### src/pkg/cell_monitor_defs.vh
`ifndef CELL_MONITOR_DEFS_VH
`define CELL_MONITOR_DEFS_VH

// register command bytes
`define REG_MODE_ADDR       8'h00
`define REG_BALANCE_ADDR    8'h01
`define REG_ANALOG_ADDR     8'h02
`define REG_OVERHEAT_ADDR   8'h06
`define REG_STATUS_ADDR     8'h07

// mode register 00h fields
`define MODE_SLEEP_HIGH_BIT 7
`define MODE_SLEEP_LOW_BIT  6
`define MODE_SCAN_EN_BIT    3
`define MODE_SEL_MSB        2
`define MODE_SEL_LSB        0

// analog control register 02h fields
`define ANA_CUR_MON_EN_BIT  0
`define ANA_ZERO_FORCE_BIT  1
`define ANA_GAIN_SEL_BIT    2
`define ANA_SHORT_EN_BIT    3

// overheat register 06h fields
`define OTD_DETECT_EN_BIT   7
`define OTD_LOCK_OPT_BIT    4
`define OTD_THRESH_MSB      1
`define OTD_THRESH_LSB      0

// status register 07h fields
`define ST_CHARGE_BIT       7
`define ST_DISCH_B_BIT      6
`define ST_DISCH_A_BIT      5
`define ST_OTD_BIT          4
`define ST_WAKE_TWO_BIT     3
`define ST_WAKE_ONE_BIT     2

// reset values
`define SLEEP_CTRL_RESET    2'h2
`define OVERHEAT_EN_RESET   1'h1
`define LOCK_OPT_RESET      1'h1
`define OTD_THRESH_RESET    2'h2
`define BALANCE_RESET       8'h00

// timing: wake qualification time in microseconds at the system clock rate
`define CLK_FREQ_MHZ        40
`define WAKE_QUAL_US        1000
`define WAKE_QUAL_CYCLES    (`WAKE_QUAL_US * `CLK_FREQ_MHZ)

`endif

### src/core/wake_qualifier.v
`timescale 1ns/1ps
`include "cell_monitor_defs.vh"

module wake_qualifier #(
    parameter integer QUAL_CYCLES = `WAKE_QUAL_CYCLES,
    parameter integer CNT_W       = 16
) (
    input  wire sys_clk,
    input  wire sys_rst,
    input  wire wake_pin,
    output reg  wake_status_q
);
    reg  [2:0]       sync_q;
    reg  [CNT_W-1:0] count_q;
    reg              level_q;
    wire             agree;
    wire             done;

    // three stages; only the last two are compared so the first never feeds logic
    always @(posedge sys_clk) begin
        if (sys_rst) begin
            sync_q <= 3'h0;
        end else begin
            sync_q <= {sync_q[1:0], wake_pin};
        end
    end

    assign agree = (sync_q[1] == sync_q[2]);
    assign done  = (count_q >= QUAL_CYCLES[CNT_W-1:0] - {{(CNT_W-1){1'b0}}, 1'b1});

    // a change only counts once the two late stages agree
    always @(posedge sys_clk) begin
        if (sys_rst) begin
            level_q <= 1'b0;
        end else if (agree) begin
            level_q <= sync_q[2];
        end
    end

    // qualification timer restarts whenever the pin drops early
    always @(posedge sys_clk) begin
        if (sys_rst) begin
            count_q       <= {CNT_W{1'b0}};
            wake_status_q <= 1'b0;
        end else if (!level_q) begin
            count_q       <= {CNT_W{1'b0}};
            wake_status_q <= 1'b0;                                  // status drops at once
        end else if (!wake_status_q) begin
            if (done) begin
                wake_status_q <= 1'b1;
            end else begin
                count_q <= count_q + {{(CNT_W-1){1'b0}}, 1'b1};
            end
        end
    end
endmodule // wake_qualifier

### src/core/cell_monitor_control.v
// What this block does
// - tap switches close only with scan enabled
// - scan on: close switch code plus one
// - balance register at 01h, bit7 to switch8
// - any balance bit combination switches independently
// - balance holds until bit cleared or sleep-low
// - lockout option plus overheat: all balance off, latched
// - lockout releases only on 00h balance write
// - overheat detect needs enable and active balance
// - current monitor off when its enable is 0
// - zero force outputs centre level only
// - gain select picks gain 10 or 50
// - short detection runs only when enabled
// - sleep command enters sleep when wakes clear
// - wake active keeps sleep commands from entering sleep
// - sleep shuts drives down; zero force, gain and threshold select stay
// - wake input held 1 ms leaves sleep
// - wake status set restores sleep bits
// - discharge gates follow inputs, low in sleep
// - charge gate follows charge control input, low in sleep
`timescale 1ns/1ps
`include "cell_monitor_defs.vh"

module cell_monitor_control #(
    parameter integer WAKE_CYCLES = `WAKE_QUAL_CYCLES,
    parameter integer WAKE_CNT_W  = 16,
    parameter integer CELLS       = 8
) (
    input  wire             sys_clk,
    input  wire             sys_rst,
    input  wire             reg_wr,
    input  wire             reg_rd,
    input  wire [7:0]       reg_addr,
    input  wire [7:0]       reg_wdata,
    output reg  [7:0]       reg_rdata_q,
    output reg              reg_rvalid_q,
    input  wire             wake_input_one,
    input  wire             wake_input_two,
    input  wire             overheat_threshold,
    input  wire             discharge_ctrl_a,
    input  wire             discharge_ctrl_b,
    input  wire             charge_ctrl_in,
    output reg  [CELLS-1:0] tap_switch_q,
    output reg  [CELLS-1:0] balance_switch_q,
    output reg              current_monitor_on_q,
    output reg              zero_force_q,
    output reg              gain_high_q,
    output reg              short_protect_on_q,
    output reg  [1:0]       overheat_thresh_sel_q,
    output reg              overheat_detect_on_q,
    output reg              discharge_gate_a_q,
    output reg              discharge_gate_b_q,
    output reg              charge_gate_out_q,
    output reg              regulator_output_q,
    output reg              sleep_q
);
    // one-hot tap decode
    function [CELLS-1:0] tap_decode;
        input       enable;
        input [2:0] code;
        begin
            tap_decode = {CELLS{1'b0}};
            if (enable) begin
                tap_decode[code] = 1'b1;
            end
        end
    endfunction

    // software-written control state
    reg  [1:0]       sleep_ctrl_q;
    reg              scan_enable_q;
    reg  [2:0]       cell_select_q;
    reg  [CELLS-1:0] balance_bits_q;
    reg              cur_mon_en_q;
    reg              zero_force_ctl_q;
    reg              gain_select_q;
    reg              short_en_q;
    reg              overheat_detect_enable_q;
    reg              overheat_lockout_option_q;
    reg  [1:0]       otd_thresh_q;

    // block state
    reg              lockout_q;
    reg              otd_status_q;
    reg              wake_one_prev_q;
    reg              wake_two_prev_q;

    // pin synchronisers, three stages each; bit order one per input
    reg  [2:0]       otd_sync_q;
    reg  [2:0]       dis_a_sync_q;
    reg  [2:0]       dis_b_sync_q;
    reg  [2:0]       chg_sync_q;
    reg              otd_pin_q;
    reg              dis_a_q;
    reg              dis_b_q;
    reg              chg_q;

    wire             wake_status_one;
    wire             wake_status_two;
    wire             wake_any;
    wire             wake_rise;
    wire             wr_mode;
    wire             wr_bal;
    wire             wr_ana;
    wire             wr_otd;
    wire             sleep_cmd;
    wire             balance_active;
    wire             otd_detect_active;
    wire             lock_set;
    wire             lock_release;
    wire [7:0]       status_byte;

    // two independent wake channels share one qualifier design
    wake_qualifier #(
        .QUAL_CYCLES (WAKE_CYCLES),
        .CNT_W       (WAKE_CNT_W)
    ) u_wake_one (
        .sys_clk       (sys_clk),
        .sys_rst       (sys_rst),
        .wake_pin      (wake_input_one),
        .wake_status_q (wake_status_one)
    );

    wake_qualifier #(
        .QUAL_CYCLES (WAKE_CYCLES),
        .CNT_W       (WAKE_CNT_W)
    ) u_wake_two (
        .sys_clk       (sys_clk),
        .sys_rst       (sys_rst),
        .wake_pin      (wake_input_two),
        .wake_status_q (wake_status_two)
    );

    assign wake_any  = wake_status_one | wake_status_two;
    assign wake_rise = (wake_status_one & ~wake_one_prev_q) | (wake_status_two & ~wake_two_prev_q);

    // write decode
    assign wr_mode   = reg_wr && (reg_addr == `REG_MODE_ADDR);
    assign wr_bal    = reg_wr && (reg_addr == `REG_BALANCE_ADDR);
    assign wr_ana    = reg_wr && (reg_addr == `REG_ANALOG_ADDR);
    assign wr_otd    = reg_wr && (reg_addr == `REG_OVERHEAT_ADDR);
    assign sleep_cmd = wr_mode && reg_wdata[`MODE_SLEEP_LOW_BIT];

    assign balance_active    = |balance_switch_q;
    assign otd_detect_active = overheat_detect_enable_q && balance_active;
    assign lock_set          = overheat_lockout_option_q && otd_status_q;
    assign lock_release      = wr_bal && (reg_wdata == 8'h00);

    // pin synchronisers: a level is taken once stages two and three agree
    always @(posedge sys_clk) begin
        if (sys_rst) begin
            otd_sync_q   <= 3'h0;
            dis_a_sync_q <= 3'h0;
            dis_b_sync_q <= 3'h0;
            chg_sync_q   <= 3'h0;
            otd_pin_q    <= 1'b0;
            dis_a_q      <= 1'b0;
            dis_b_q      <= 1'b0;
            chg_q        <= 1'b0;
        end else begin
            otd_sync_q   <= {otd_sync_q[1:0], overheat_threshold};
            dis_a_sync_q <= {dis_a_sync_q[1:0], discharge_ctrl_a};
            dis_b_sync_q <= {dis_b_sync_q[1:0], discharge_ctrl_b};
            chg_sync_q   <= {chg_sync_q[1:0], charge_ctrl_in};
            if (otd_sync_q[1] == otd_sync_q[2]) otd_pin_q <= otd_sync_q[2];
            if (dis_a_sync_q[1] == dis_a_sync_q[2]) dis_a_q <= dis_a_sync_q[2];
            if (dis_b_sync_q[1] == dis_b_sync_q[2]) dis_b_q <= dis_b_sync_q[2];
            if (chg_sync_q[1] == chg_sync_q[2]) chg_q <= chg_sync_q[2];
        end
    end

    // mode register and sleep sequencing
    always @(posedge sys_clk) begin
        if (sys_rst) begin
            sleep_ctrl_q    <= `SLEEP_CTRL_RESET;
            scan_enable_q   <= 1'b0;
            cell_select_q   <= 3'h0;
            sleep_q         <= 1'b0;
            wake_one_prev_q <= 1'b0;
            wake_two_prev_q <= 1'b0;
        end else begin
            wake_one_prev_q <= wake_status_one;
            wake_two_prev_q <= wake_status_two;
            if (wr_mode) begin
                scan_enable_q <= reg_wdata[`MODE_SCAN_EN_BIT];
                cell_select_q <= reg_wdata[`MODE_SEL_MSB:`MODE_SEL_LSB];
            end
            // a fresh wake wins over a sleep write landing in the same cycle
            if (wake_rise) begin
                sleep_ctrl_q <= `SLEEP_CTRL_RESET;
                sleep_q      <= 1'b0;
            end else if (wr_mode) begin
                sleep_ctrl_q <= reg_wdata[`MODE_SLEEP_HIGH_BIT:`MODE_SLEEP_LOW_BIT];
                if (sleep_cmd && !wake_any) begin
                    sleep_q <= 1'b1;
                end                                                          // dropped while awake
            end
        end
    end

    // balance register, with its sleep clear and lockout release
    always @(posedge sys_clk) begin
        if (sys_rst) begin
            balance_bits_q <= `BALANCE_RESET;
            lockout_q      <= 1'b0;
        end else begin
            if (wr_bal) begin
                balance_bits_q <= reg_wdata[CELLS-1:0];
            end else if (sleep_cmd) begin
                balance_bits_q <= {CELLS{1'b0}};
            end
            // a new overheat event outranks a release in the same cycle
            if (lock_set) begin
                lockout_q <= 1'b1;
            end else if (lock_release) begin
                lockout_q <= 1'b0;
            end
        end
    end

    // analog and overheat control registers
    always @(posedge sys_clk) begin
        if (sys_rst) begin
            cur_mon_en_q              <= 1'b0;
            zero_force_ctl_q          <= 1'b0;
            gain_select_q             <= 1'b0;
            short_en_q                <= 1'b0;
            overheat_detect_enable_q  <= `OVERHEAT_EN_RESET;
            overheat_lockout_option_q <= `LOCK_OPT_RESET;
            otd_thresh_q              <= `OTD_THRESH_RESET;
        end else begin
            if (wr_ana) begin
                cur_mon_en_q     <= reg_wdata[`ANA_CUR_MON_EN_BIT];
                zero_force_ctl_q <= reg_wdata[`ANA_ZERO_FORCE_BIT];
                gain_select_q    <= reg_wdata[`ANA_GAIN_SEL_BIT];
                short_en_q       <= reg_wdata[`ANA_SHORT_EN_BIT];
            end
            if (wr_otd) begin
                overheat_detect_enable_q  <= reg_wdata[`OTD_DETECT_EN_BIT];
                overheat_lockout_option_q <= reg_wdata[`OTD_LOCK_OPT_BIT];
                otd_thresh_q              <= reg_wdata[`OTD_THRESH_MSB:`OTD_THRESH_LSB];
            end
        end
    end

    // overheat status only tracks the sensor while detection is armed
    always @(posedge sys_clk) begin
        if (sys_rst) begin
            otd_status_q <= 1'b0;
        end else begin
            otd_status_q <= otd_detect_active && otd_pin_q;
        end
    end

    // switch and gate drives; sleep forces all but zero force, gain and threshold select off
    always @(posedge sys_clk) begin
        if (sys_rst) begin
            tap_switch_q          <= {CELLS{1'b0}};
            balance_switch_q      <= {CELLS{1'b0}};
            current_monitor_on_q  <= 1'b0;
            zero_force_q          <= 1'b0;
            gain_high_q           <= 1'b0;
            short_protect_on_q    <= 1'b0;
            overheat_thresh_sel_q <= `OTD_THRESH_RESET;
            overheat_detect_on_q  <= 1'b0;
            discharge_gate_a_q    <= 1'b0;
            discharge_gate_b_q    <= 1'b0;
            charge_gate_out_q     <= 1'b0;
            regulator_output_q    <= 1'b1;
        end else begin
            tap_switch_q          <= sleep_q ? {CELLS{1'b0}} :
                                     tap_decode(scan_enable_q, cell_select_q);
            // lockout masks bits but keeps them stored; the 00h write that releases it also clears them
            balance_switch_q      <= (sleep_q || lockout_q || lock_set) ? {CELLS{1'b0}} :
                                     balance_bits_q;
            current_monitor_on_q  <= cur_mon_en_q && !sleep_q;
            zero_force_q          <= zero_force_ctl_q;
            gain_high_q           <= gain_select_q;
            short_protect_on_q    <= short_en_q && !sleep_q;
            overheat_thresh_sel_q <= otd_thresh_q;
            overheat_detect_on_q  <= otd_detect_active;
            discharge_gate_a_q    <= dis_a_q && !sleep_q;
            discharge_gate_b_q    <= dis_b_q && !sleep_q;
            charge_gate_out_q     <= chg_q && !sleep_q;
            regulator_output_q    <= !sleep_q;
        end
    end

    // status byte reflects live gate and wake state
    assign status_byte = {charge_gate_out_q, discharge_gate_b_q, discharge_gate_a_q,
                          otd_status_q, wake_status_two, wake_status_one, 2'h0};

    // register read: one cycle after the strobe, unmapped commands return zero
    always @(posedge sys_clk) begin
        if (sys_rst) begin
            reg_rdata_q  <= 8'h00;
            reg_rvalid_q <= 1'b0;
        end else begin
            reg_rvalid_q <= reg_rd;
            if (reg_rd) begin
                case (reg_addr)
                    `REG_MODE_ADDR:     reg_rdata_q <= {sleep_ctrl_q, 2'h0, scan_enable_q, cell_select_q};
                    `REG_BALANCE_ADDR:  reg_rdata_q <= balance_bits_q;
                    `REG_ANALOG_ADDR:   reg_rdata_q <= {4'h0, short_en_q, gain_select_q,
                                                        zero_force_ctl_q, cur_mon_en_q};
                    `REG_OVERHEAT_ADDR: reg_rdata_q <= {overheat_detect_enable_q, 2'h0,
                                                        overheat_lockout_option_q, 2'h0, otd_thresh_q};
                    `REG_STATUS_ADDR:   reg_rdata_q <= status_byte;
                    default:            reg_rdata_q <= 8'h00;
                endcase
            end
        end
    end
endmodule // cell_monitor_control

### config.mk
export PLATFORM = sky130hd
export DESIGN_NAME = cell_monitor_control
export DESIGN_NICKNAME = d
export VERILOG_FILES = /design/src/core/wake_qualifier.v /design/src/core/cell_monitor_control.v
export VERILOG_INCLUDE_DIRS = /design/src /design/src/pkg
export SDC_FILE = /design/constraint.sdc
export NUM_CORES = 1
export LEC_CHECK = 0
export ABC_AREA = 1
export BUFFER_PORTS_ARGS = -buffer_cell sky130_fd_sc_hd__buf_4
export CAP_MARGIN = 10
export CORE_UTILIZATION = 40
export DETAILED_ROUTE_END_ITERATION = 7
export GPL_TIMING_DRIVEN = 0
export PLACE_DENSITY = 0.64
export SYNTH_ARGS = -nofsm -noshare
export SYNTH_HDL_FRONTEND = slang
export SYNTH_SLANG_ARGS = --single-unit
### constraint.sdc
create_clock -name sys_clk -period 2.5 [get_ports sys_clk]
set_clock_uncertainty 0.1 [all_clocks]
set_input_delay 0.125 -clock sys_clk [delete_from_list [all_inputs] [get_ports sys_clk]]
set_output_delay 0.125 -clock sys_clk [all_outputs]
set_load 0.1 [all_outputs]
==> results of run 1 <==
cells in the mapped netlist, types with 2 or more instances:
library cell / count / area share [%]
nand2_1: 169 / 13
dfxtp_1: 121 / 48
nor2_1: 115 / 8.5
inv_1: 82 / 6.1
a21oi_1: 60 / 5.9
nand3_1: 52 / 5.1
o21ai_0: 19 / 1.9
xor2_1: 13 / 2.2
clkbuf_1: 10 / 0.74
nand4_1: 7 / 0.86
nor3_1: 7 / 0.69
xnor2_1: 6 / 1.0
o21bai_1: 5 / 0.74
a211oi_1: 4 / 0.59
nor2_2: 4 / 0.49
nor4_1: 4 / 0.49
buf_6: 3 / 0.67
nand2_2: 3 / 0.37
nor2_4: 3 / 0.67
ha_1: 2 / 0.49
inv_2: 2 / 0.15
o211ai_1: 2 / 0.30
or2_2: 2 / 0.25
layout make-up:
type	count	area [um^2]	area share, %
well taps	168	210	3.23
multi-input cells	483	2250	34.5
flip-flops and latches	121	2420	37.2
plain buffers	15	83.8	1.29
inverters	85	320	4.92
clock buffers	21	450	6.91
repair buffers	79	636	9.76
clock inverters	11	146	2.25
routing by layer:
layer	track usage [%]	wire (um)	vias to the layer above
li1	-	-	2426
met5	0	0	-
met4	7.36	168	0
met2	34.6	5970	115
met3	3.97	615	17
met1	25.0	5630	2148
metrics by stage:
step | instances | worst slack [ns] | util, % | power, W
4_1_cts | 983 | 0.668 | 53.6 | 0.00458
5_1_grt | 983 | 0.505 | 53.6 | 0.00467
3_5_place_dp | 934 | 0.679 | 47.3 | 0.00211
2_1_floorplan | 704 | 0.807 | - | 0.00205
3_3_place_gp | 934 | 0.702 | 47.3 | 0.00211
6_report | 983 | 0.667 | 53.6 | 0.00454
final timing paths:
path	start	endpoint	slack, ns
max	u_wake_two.count_q[0]$_SDFFE_PP0P_	u_wake_two.count_q[5]$_SDFFE_PP0P_	0.67
min	reg_addr[3]	sleep_ctrl_q[1]$_SDFFE_PP1P_	0.09
max reg2reg	u_wake_two.count_q[0]$_SDFFE_PP0P_	u_wake_two.count_q[5]$_SDFFE_PP0P_	0.67
min reg2reg	otd_sync_q[0]$_SDFF_PP0_	otd_sync_q[1]$_SDFF_PP0_	0.30
placed cells by master (no fill, tap or decap), types with 3 or more instances in the layout:
master	count
a211oi_1	4
buf_4	63
nor3_1	7
inv_1	82
nand4_1	7
nor2_1	115
o21bai_1	5
buf_6	3
nor2_2	4
nand3_1	52
a21oi_1	60
clkbuf_1	13
bufinv_16	3
nand2_1	169
dlygate4sd3_1	17
clkbuf_16	17
xor2_1	13
nand2_2	3
nor2_4	3
nor4_1	4
dfxtp_1	121
o21ai_0	19
clkinv_2	4
xnor2_1	6
cell families after synthesis:
logic type	after synthesis	share of synthesized area, %
flip-flops	121	47.8
adder cells (fa/ha/maj)	2	0.493
AO/OA/AOI/OAI	93	10.0
XOR/XNOR	19	3.28
AND/OR/NAND/NOR	369	30.5
buffers and inverters	100	7.97
state kept, by name, summed over array words and instances, names as in the netlist, 2 cells and up:
signal                 count
u_wake_one.count_q        16
u_wake_two.count_q        16
balance_bits_q             8
balance_switch_q           8
reg_rdata_q                8
tap_switch_q               8
cell_select_q              3
chg_sync_q                 3
dis_a_sync_q               3
dis_b_sync_q               3
otd_sync_q                 3
u_wake_one.sync_q          3
u_wake_two.sync_q          3
otd_thresh_q               2
overheat_thresh_sel_q      2
sleep_ctrl_q               2
repair_timing:
action                     4_1_cts  5_1_grt
gates resized for setup          0        0
hold buffers                    17        0
setup endpoints to repair        0        0
hold endpoints to repair        34        0
worst reg2reg max path, cell delays in order (launching register included):
cell	delay, ns
dfxtp_1	0.39
ha_1	0.23
nand2_2	0.09
nor2_4	0.12
nand2_1	0.09
nand2_1	0.06
nand2_1	0.08
nand2_2	0.15
inv_2	0.11
buf_6	0.16
nand2_1	0.06
a21oi_1	0.06
power breakdown:
part	switching [W]	internal [W]	total [W]
registers	0.00000494	0.00194	0.00195
clock network	0.000850	0.00159	0.00244
logic	0.0000865	0.0000614	0.000148
total	0.000941	0.00360	0.00454
==> reports/results.ini, run 1 <==
[finish]
finish.instance_area_mm2=0.00652
area_growth_syn_to_layout_pct=28.4
fillCellCount=1191
drive_gt1_share_pct=14.0
antenna_cells=0
fin_nets=830

[route]
drtIter0Drc=375
drt_first_pass_iters=5
vias=4706
drc=0
viasPerCell=4.79
routed_wl_um=12400
drtAntennaViolNets=0
drt-wirelength-per-cell_um=12.6

[setup_path]
r2r_cells=11
worst_ep_required_time_ns=2.68
criticalPathCategory=reg2reg
arrival_ns=2.01
cp_num_cells=11
critical_path.cell_chain=ha_1 > nand2_2 > nor2_4 > nand2_1 > nand2_1 > nand2_1 > nand2_2 > inv_2 > buf_6 > nand2_1 > a21oi_1
critPathSlowestCell=dfxtp_1
crit_family=simple AND/OR/NAND/NOR gates
cpMostUsedCell=nand2_1
cp_slowest_stage_delay_ns=0.39
critPathLaunchType=register
cp_max_fo=10
critical_path_buf_inv_count=2
cp-end-kind=register

[grt]
antenna_found_initial=0
grt_pass1_wl_um=20700
grt_use_total_pct=20.1
grt_overflow=0
grt_max_degree=17
grt_pass1_vias=4460

[sta]
slew_viol_final=0
tightestPinTransition_ns=0.641
setup_viol=0
final_hold_viol_count=0
rsz0062_at_grt=false
setup_tns_ns=0
whs_ns=0.0916
period_share_pct=73.3
final.min_clock_period_ns=1.83
slew_headroom_pct=56.9
fmax_mhz=545

[cts]
cts_tree=yes
htreeDepth=4
numCtsBuffers=17
clock-sinks=121
postCtsSetupBuffers=0
clk_latency_ns=0.41
clk_pin_slew_ns=0.06
clockRootBuffer=clkbuf_16
cts_buffer_depth=2

[place]
routabilityCongestion=0.925
io_buffers=62
hpwl_um=8980
dpl_cell_area_mm2=0.00575

[job]
cap_violations=0

[logic_synthesis]
synthFlopType=dfxtp_1
synth_cells=704
synth_nets=732
ys_seq_area_share_pct=47.8
synthDistinctLibCells=32
synth-async-reset-ratio_pct=0
synth_edf_count=0
ys_warn_count=0
avgSynthCellArea_um2=7.21
synth_area_mm2=0.00507
synth-seq-cells=121

[die]
die_h_um=115
start_util_pct=41.7
coreArea_mm2=0.0122
io_pins=63
dieArea_mm2=0.0131
fp-row-count=40
fp.dieW_um=115

[min_path]
min_path_cells=6
min_path_type=in2reg

[pwr]
peakVddDrop_v=0.000331
p_leak_nw=2.60
power_density_mw_per_mm2=697

[outcome]
status=finished, final reports clean

(Power assumes the default switching activity.)
==> inputs of run 2 (changes only) <==
Settings changed: PLACE_DENSITY 0.64 to 0.66.
Clock period 2.5 ns to 1.6 ns, I/O delays scaled along.
==> reports/results.ini, run 2 (synthesis results as in run 1) <==
[outcome]
status=finished with violations
violations=negative setup slack

[sta]
whs_ns=0.0327  ; -0.0589 ns
fmax_mhz=606  ; +11%
rsz0062_at_grt=true
tightestPinTransition_ns=0.609  ; -0.0317 ns
setup_viol=6  ; +6
slew_viol_final=0  ; unchanged
final_hold_viol_count=0  ; unchanged
final.min_clock_period_ns=1.65  ; -0.182 ns
fin_ws_ns=-0.0511  ; -0.718 ns
period_share_pct=103  ; +30 points
slew_headroom_pct=59.4  ; +2.5 points

[die]
fp-row-count=40  ; unchanged
dieArea_mm2=0.0131  ; unchanged
die_h_um=115  ; unchanged
coreArea_mm2=0.0122  ; unchanged
fp.dieW_um=115  ; unchanged
io_pins=63  ; unchanged
start_util_pct=41.7  ; unchanged

[finish]
mostFrequentLayoutCells=nand2_1, nor2_1, dfxtp_1, buf_4, inv_1
final_common_cell=nand2_1
area_growth_syn_to_layout_pct=40.7
fin_util_pct=58.7  ; +5.1 points
largestRegisters=u_wake_one.count_q: 16 flops, u_wake_two.count_q: 16 flops
antenna_cells=0  ; unchanged
final_cell_count_no_fill=1014  ; +3.2%
fin_nets=861  ; +3.7%
drive_gt1_share_pct=24.5  ; +10 points
finish.instance_area_mm2=0.00713  ; +9.5%

[setup_path]
cp_slowest_stage_delay_ns=0.34  ; -0.05 ns
critPathLaunchType=register
cp_max_fo=5  ; -5
criticalPathCategory=reg2reg
crit_family=simple AND/OR/NAND/NOR gates
worst_ep_required_time_ns=1.83  ; -0.85 ns
critical_path.cell_chain=nor2_2 > o21ai_1 > nor2_2 > nand2_8 > inv_8 > buf_8 > nand2_1 > a21oi_2
critical_path_buf_inv_count=2  ; unchanged
critPathSlowestCell=dfxtp_2
arrival_ns=1.89  ; -0.12 ns
cp-end-kind=register
cpMostUsedCell=nor2_2

[cts]
cts_buffer_depth=2  ; unchanged
clock-sinks=121  ; unchanged
clockRootBuffer=clkbuf_16
htreeDepth=4  ; unchanged
clk_latency_ns=0.41  ; about the same
cts_tree=yes
numCtsBuffers=17  ; unchanged
clk_pin_slew_ns=0.05  ; about the same

[pwr]
swShare_pct=20.3  ; -0.43 points
switching_power_w=0.00150  ; +60%
p_total_w=0.00740  ; +63%
power_density_mw_per_mm2=1040  ; +49%
p_leak_nw=2.88  ; +11%
peakVddDrop_v=0.000755  ; +130%
p_clk_share_pct=55.8  ; +2.0 points
power_frac_seq_pct=41.0  ; -1.9 points
p_int_w=0.00590  ; +64%
power_frac_comb_pct=3.2  ; about the same

[grt]
grt_overflow=0  ; unchanged
grt_max_degree=17  ; unchanged
grt_pass1_vias=4558  ; +2.2%
antenna_found_initial=0  ; unchanged
grt_pass1_wl_um=21400  ; +3.4%
grt_use_total_pct=21.0  ; +0.88 points

[route]
drc=0  ; unchanged
drt-wirelength-per-cell_um=13.6  ; +7.6%
wl_met1_um=5960  ; +5.9%
met2_wirelength_um=6610  ; +11%
drt_first_pass_iters=5  ; unchanged
met3_length_um=851  ; +38%
vias=5018  ; +6.6%
drtAntennaViolNets=0  ; unchanged
highest_layer=met4
drtIter0Drc=343  ; -8.5%
viasPerCell=4.95  ; +3.4%
routed_wl_um=13700  ; +11%

[place]
routabilityCongestion=0.933  ; +0.95%
placed_cells=934  ; unchanged
hpwl_um=9080  ; +1.1%
dpl_cell_area_mm2=0.00575  ; about the same
io_buffers=62  ; unchanged

[job]
cap_violations=0  ; unchanged

[min_path]
min_path_type=in2reg

==> run 2: repair_timing <==
| item | in CTS | in global routing |
|---|---|---|
| hold buffers | 22 | 0 |
| setup endpoints to repair | 33 | 34 |
| gates resized for setup | 13 | 88 |
| pin swaps | 6 | 16 |
| hold endpoints to repair | 39 | 0 |
| gates cloned | 0 | 4 |
| setup buffers | 10 | 12 |
==> run 2: worst register-to-register path, stage by stage, from the launching register on <==
cell and delay (ns):
dfxtp_2 0.34, nor2_2 0.16, o21ai_1 0.12, nor2_2 0.27
nand2_8 0.13, inv_8 0.10, buf_8 0.13, nand2_1 0.09
a21oi_2 0.14
==> run 2: layout make-up <==
| cell class | instances | area [um^2] |
|---|---|---|
| clock buffer | 22 | 484 |
| timing repair buffer | 110 | 941 |
| sequential | 121 | 2470 |
| tap | 168 | 210 |
| clock inverter | 10 | 165 |
| fill | 1084 | 5030 |
| buffer | 15 | 98.8 |
| multi-input combinational | 483 | 2440 |
| inverter | 85 | 333 |
==> run 2: power by group through the flow <==
stage	combinational [W]	clock, W	sequential (W)
global placement	0.000191	0	0.00311
detailed placement	0.000193	0	0.00311
finish	0.000236	0.00413	0.00303
CTS	0.000234	0.00416	0.00304
floorplan	0.0000782	0	0.00312
global route	0.000258	0.00430	0.00303
==> run 2: final timing paths <==
path	from	end	slack, ns	cells after the start
hold reg to reg	dis_b_sync_q[0]$_SDFF_PP0_	dis_b_sync_q[1]$_SDFF_PP0_	0.30	2
hold / removal	sys_rst	u_wake_one.count_q[2]$_SDFFE_PP0P_	0.03	4
setup / recovery	u_wake_two.count_q[13]$_SDFFE_PP0P_	u_wake_two.count_q[0]$_SDFFE_PP0P_	-0.05	8
setup reg to reg	u_wake_two.count_q[13]$_SDFFE_PP0P_	u_wake_two.count_q[0]$_SDFFE_PP0P_	-0.05	8
==> run 2: layer usage <==
metal,GRT usage (%),vias to the layer above
li1,-,2496
met1,26.2,2309
met2,35.1,186
met3,4.45,27
met4,9.00,0
met5,0,-
==> run 2: metrics by stage <==
| stage | setup slack (ns) | TNS, ns |
|---|---|---|
| floorplan | 0.00104 | 0 |
| global placement | -0.211 | -4.79 |
| detailed placement | -0.237 | -5.99 |
| CTS | 0.00653 | 0 |
| global route | -0.0952 | -0.988 |
| finish | -0.0511 | -0.0655 |
==> inputs of run 3 (changes only) <==
Settings changed: ABC_AREA 1 to 0, CORE_UTILIZATION 40 to 30, PLACE_DENSITY 0.66 to 0.54.
==> reports/results.ini, run 3 <==
[sta]
period_share_pct=123  ; +20 points
rsz0062_at_grt=true
tightestPinTransition_ns=0.681  ; +0.0717 ns
setup_tns_ns=-5.35  ; -5.29 ns
slew_viol_final=0  ; unchanged
whs_ns=0.0493  ; +0.0166 ns
final.min_clock_period_ns=1.97  ; +0.315 ns
final_hold_viol_count=0  ; unchanged
setup_viol=21  ; +15
fmax_mhz=509  ; -16%
slew_headroom_pct=54.6  ; -4.8 points
fin_ws_ns=-0.366  ; -0.315 ns

[setup_path]
reg2reg_to=u_wake_two.count_q[12]$_SDFFE_PP0P_
critPathLaunchType=register
worst_ep_required_time_ns=1.80  ; -0.03 ns
arrival_ns=2.17  ; +0.28 ns
r2r_cells=5  ; -3
criticalPathCategory=reg2reg
cp_max_fo=6  ; +1
critPathSlowestCell=or4_4
rr_startpoint=u_wake_two.count_q[9]$_SDFFE_PP0P_
cp-end-kind=register
critical_path.cell_chain=or4_4 > o2111a_2 > nor3b_4 > a31oi_1 > a41o_1
r2r_slack_ns=-0.37  ; -0.31 ns
cp_slowest_stage_delay_ns=0.55  ; +0.21 ns

[logic_synthesis]
synth.area.top_cells=dfxtp_1, nor2_1, nor2b_1
ys_warn_count=0  ; unchanged
synthFlopType=dfxtp_1
synth-seq-cells=121  ; unchanged
synth_nets=504  ; -31%
synth_area_mm2=0.00461  ; -9.2%
avgSynthCellArea_um2=9.68  ; +34%
synthTopCellsByCount=dfxtp_1, nor2_1, nand2_1
ys_seq_area_share_pct=52.6  ; +4.8 points
synthDistinctLibCells=57  ; +78%
synth.most_common_cell=dfxtp_1
synth_cells=476  ; -32%
synth_top_area_share_pct=52.6  ; +4.8 points
synth_edf_count=0  ; unchanged
yosysTopAreaCell=dfxtp_1
synth-async-reset-ratio_pct=0  ; unchanged

[grt]
grt_max_degree=17  ; unchanged
grt_pass1_vias=3623  ; -21%
grt_pass1_wl_um=18200  ; -15%
antenna_found_initial=0  ; unchanged
grt_use_total_pct=14.8  ; -6.2 points
grt_overflow=0  ; unchanged

[place]
dpl_cell_area_mm2=0.00537  ; -6.7%
placed_cells=721  ; -23%
routabilityCongestion=0.841  ; -9.9%
hpwl_um=7810  ; -14%
io_buffers=61  ; -1.6%

[finish]
drive_gt1_share_pct=28.2  ; +3.7 points
fin_nets=618  ; -28%
mostFrequentLayoutCells=dfxtp_1, buf_4, nor2_1, nand2_1, nor2b_1
finish.instance_area_mm2=0.00646  ; -9.5%
regArea_mm2=0.00244  ; -0.86%
final_cell_count_no_fill=787  ; -22%
largestRegisters=u_wake_one.count_q: 16 flops, u_wake_two.count_q: 16 flops
multi_input_area_mm2=0.00234  ; -3.9%
final_common_cell=dfxtp_1
antenna_cells=0  ; unchanged
area_growth_syn_to_layout_pct=40.2
fillCellCount=1412  ; +30%

[cts]
htreeDepth=4  ; unchanged
cts_buffer_depth=2  ; unchanged
clk_latency_ns=0.41  ; about the same
numCtsBuffers=17  ; unchanged
cts_tree=yes
clk_pin_slew_ns=0.06  ; about the same
clockRootBuffer=clkbuf_16
clock-sinks=121  ; unchanged

[outcome]
status=finished with violations
violations=negative setup slack

[min_path]
min_from=reg_rd
min_to=reg_rdata_q[0]$_SDFFE_PP0P_
min_path_type=in2reg
min_path_cells=3  ; -1

[route]
drt-wirelength-per-cell_um=14.3  ; +5.8%
routed_wl_um=11300  ; -18%
drtAntennaViolNets=0  ; unchanged
drt_first_pass_iters=4  ; -1
drc=0  ; unchanged
viasPerCell=4.82  ; -2.6%
vias=3794  ; -24%
drtIter0Drc=185  ; -46%

[die]
coreArea_mm2=0.0148  ; +21%
dieArea_mm2=0.0159  ; +21%
io_pins=63  ; unchanged
start_util_pct=31.2  ; -10 points
fp.dieW_um=126  ; +9.9%
fp-row-count=44  ; +10%
die_h_um=126  ; +9.9%

[pwr]
power_density_mw_per_mm2=1080  ; +4.5%
peakVddDrop_v=0.000739  ; -2.2%
p_leak_nw=2.42  ; -16%

[job]
cap_violations=0  ; unchanged

-- run 3: cell types whose count changed in the layout (fill, tap and decap cells not counted), sizes merged, moves of 6 or more --
cell         delta
nor2           -66
and2           +18
mux2i          +17
a22o           +14
inv            -77
nand2b          +7
nor2b          +30
a21oi          -47
dlygate4sd3     -6
nand3          -33
nand2         -136
buf             -7
-- run 3: stage by stage --
step           worst slack, ns  total power [W]  util, %
6_report                -0.366          0.00700     43.8
5_1_grt                 -0.442          0.00722     43.8
2_1_floorplan           -0.285          0.00321        -
3_3_place_gp            -0.470          0.00331     36.4
4_1_cts                 -0.375          0.00706     43.0
3_5_place_dp            -0.495          0.00331     36.4
-- run 3: metal layers --
metal  global-route usage, %  vias up  routed length [um]
met1                    18.9     1788                5340
met4                    6.31        0                 222
li1                        -     1908                   -
met5                       0        -                   0
met3                    4.50       19                 566
met2                    23.2       79                5160
-- run 3: power breakdown --
group          switching, W  internal (W)
registers        0.00000811       0.00303
logic              0.000133      0.000103
clock network       0.00136       0.00237
total               0.00150       0.00550
-- run 3: worst max-delay path by stage --
stage | from | endpoint | cells after the start
finish | u_wake_two.count_q[9]$_SDFFE_PP0P_ | u_wake_two.count_q[12]$_SDFFE_PP0P_ | 5
global route | u_wake_two.count_q[9]$_SDFFE_PP0P_ | u_wake_two.count_q[12]$_SDFFE_PP0P_ | 5
global placement | reg_addr[3] | overheat_detect_enable_q$_SDFFE_PP1P_ | 6
detailed placement | reg_addr[3] | otd_thresh_q[1]$_SDFFE_PP1P_ | 6
CTS | u_wake_two.count_q[7]$_SDFFE_PP0P_ | u_wake_two.count_q[12]$_SDFFE_PP0P_ | 5
floorplan | u_wake_two.count_q[9]$_SDFFE_PP0P_ | u_wake_two.count_q[12]$_SDFFE_PP0P_ | 5
-- run 3: repair_timing --
| action | in CTS | in global routing |
|---|---|---|
| pin swaps | 19 | 14 |
| setup buffers | 12 | 6 |
| setup endpoints to repair | 44 | 50 |
| endpoints found under the hold margin | 30 | 0 |
| hold buffers | 16 | 0 |
| cloned | 0 | 0 |
| gates resized for setup | 31 | 15 |
-- run 3: final cells by class --
class                      count  area share, %
tap                          184           3.57
multi-input combinational    333           36.3
timing repair buffer          95           12.0
inverter                       7          0.407
sequential                   121           37.9
clock buffer                  21           7.13
buffer                        15          0.911
clock inverter                11           1.90
-- run 3: cells by family (layout without fill, tap and decap cells) --
family                     after synthesis  after routing  share of synthesized area (%)
and+or+nand+nor                        209            209                           24.0
AOI/OAI and AO/OA                       81             81                           12.7
adders and majority gates                2              2                          0.543
DFF                                    121            121                           52.6
xor gates and xnor gates                22             22                           4.18
muxes                                   19             19                           4.18
buffers and inverters                   22            149                           1.85
-- run 3: worst max-delay path: cells and delay by family, from the launching register on --
| family | cells | cell delay, ns |
|---|---|---|
| simple gates | 2 | 0.78 |
| compound gates | 3 | 0.67 |
| flops | 1 | 0.31 |
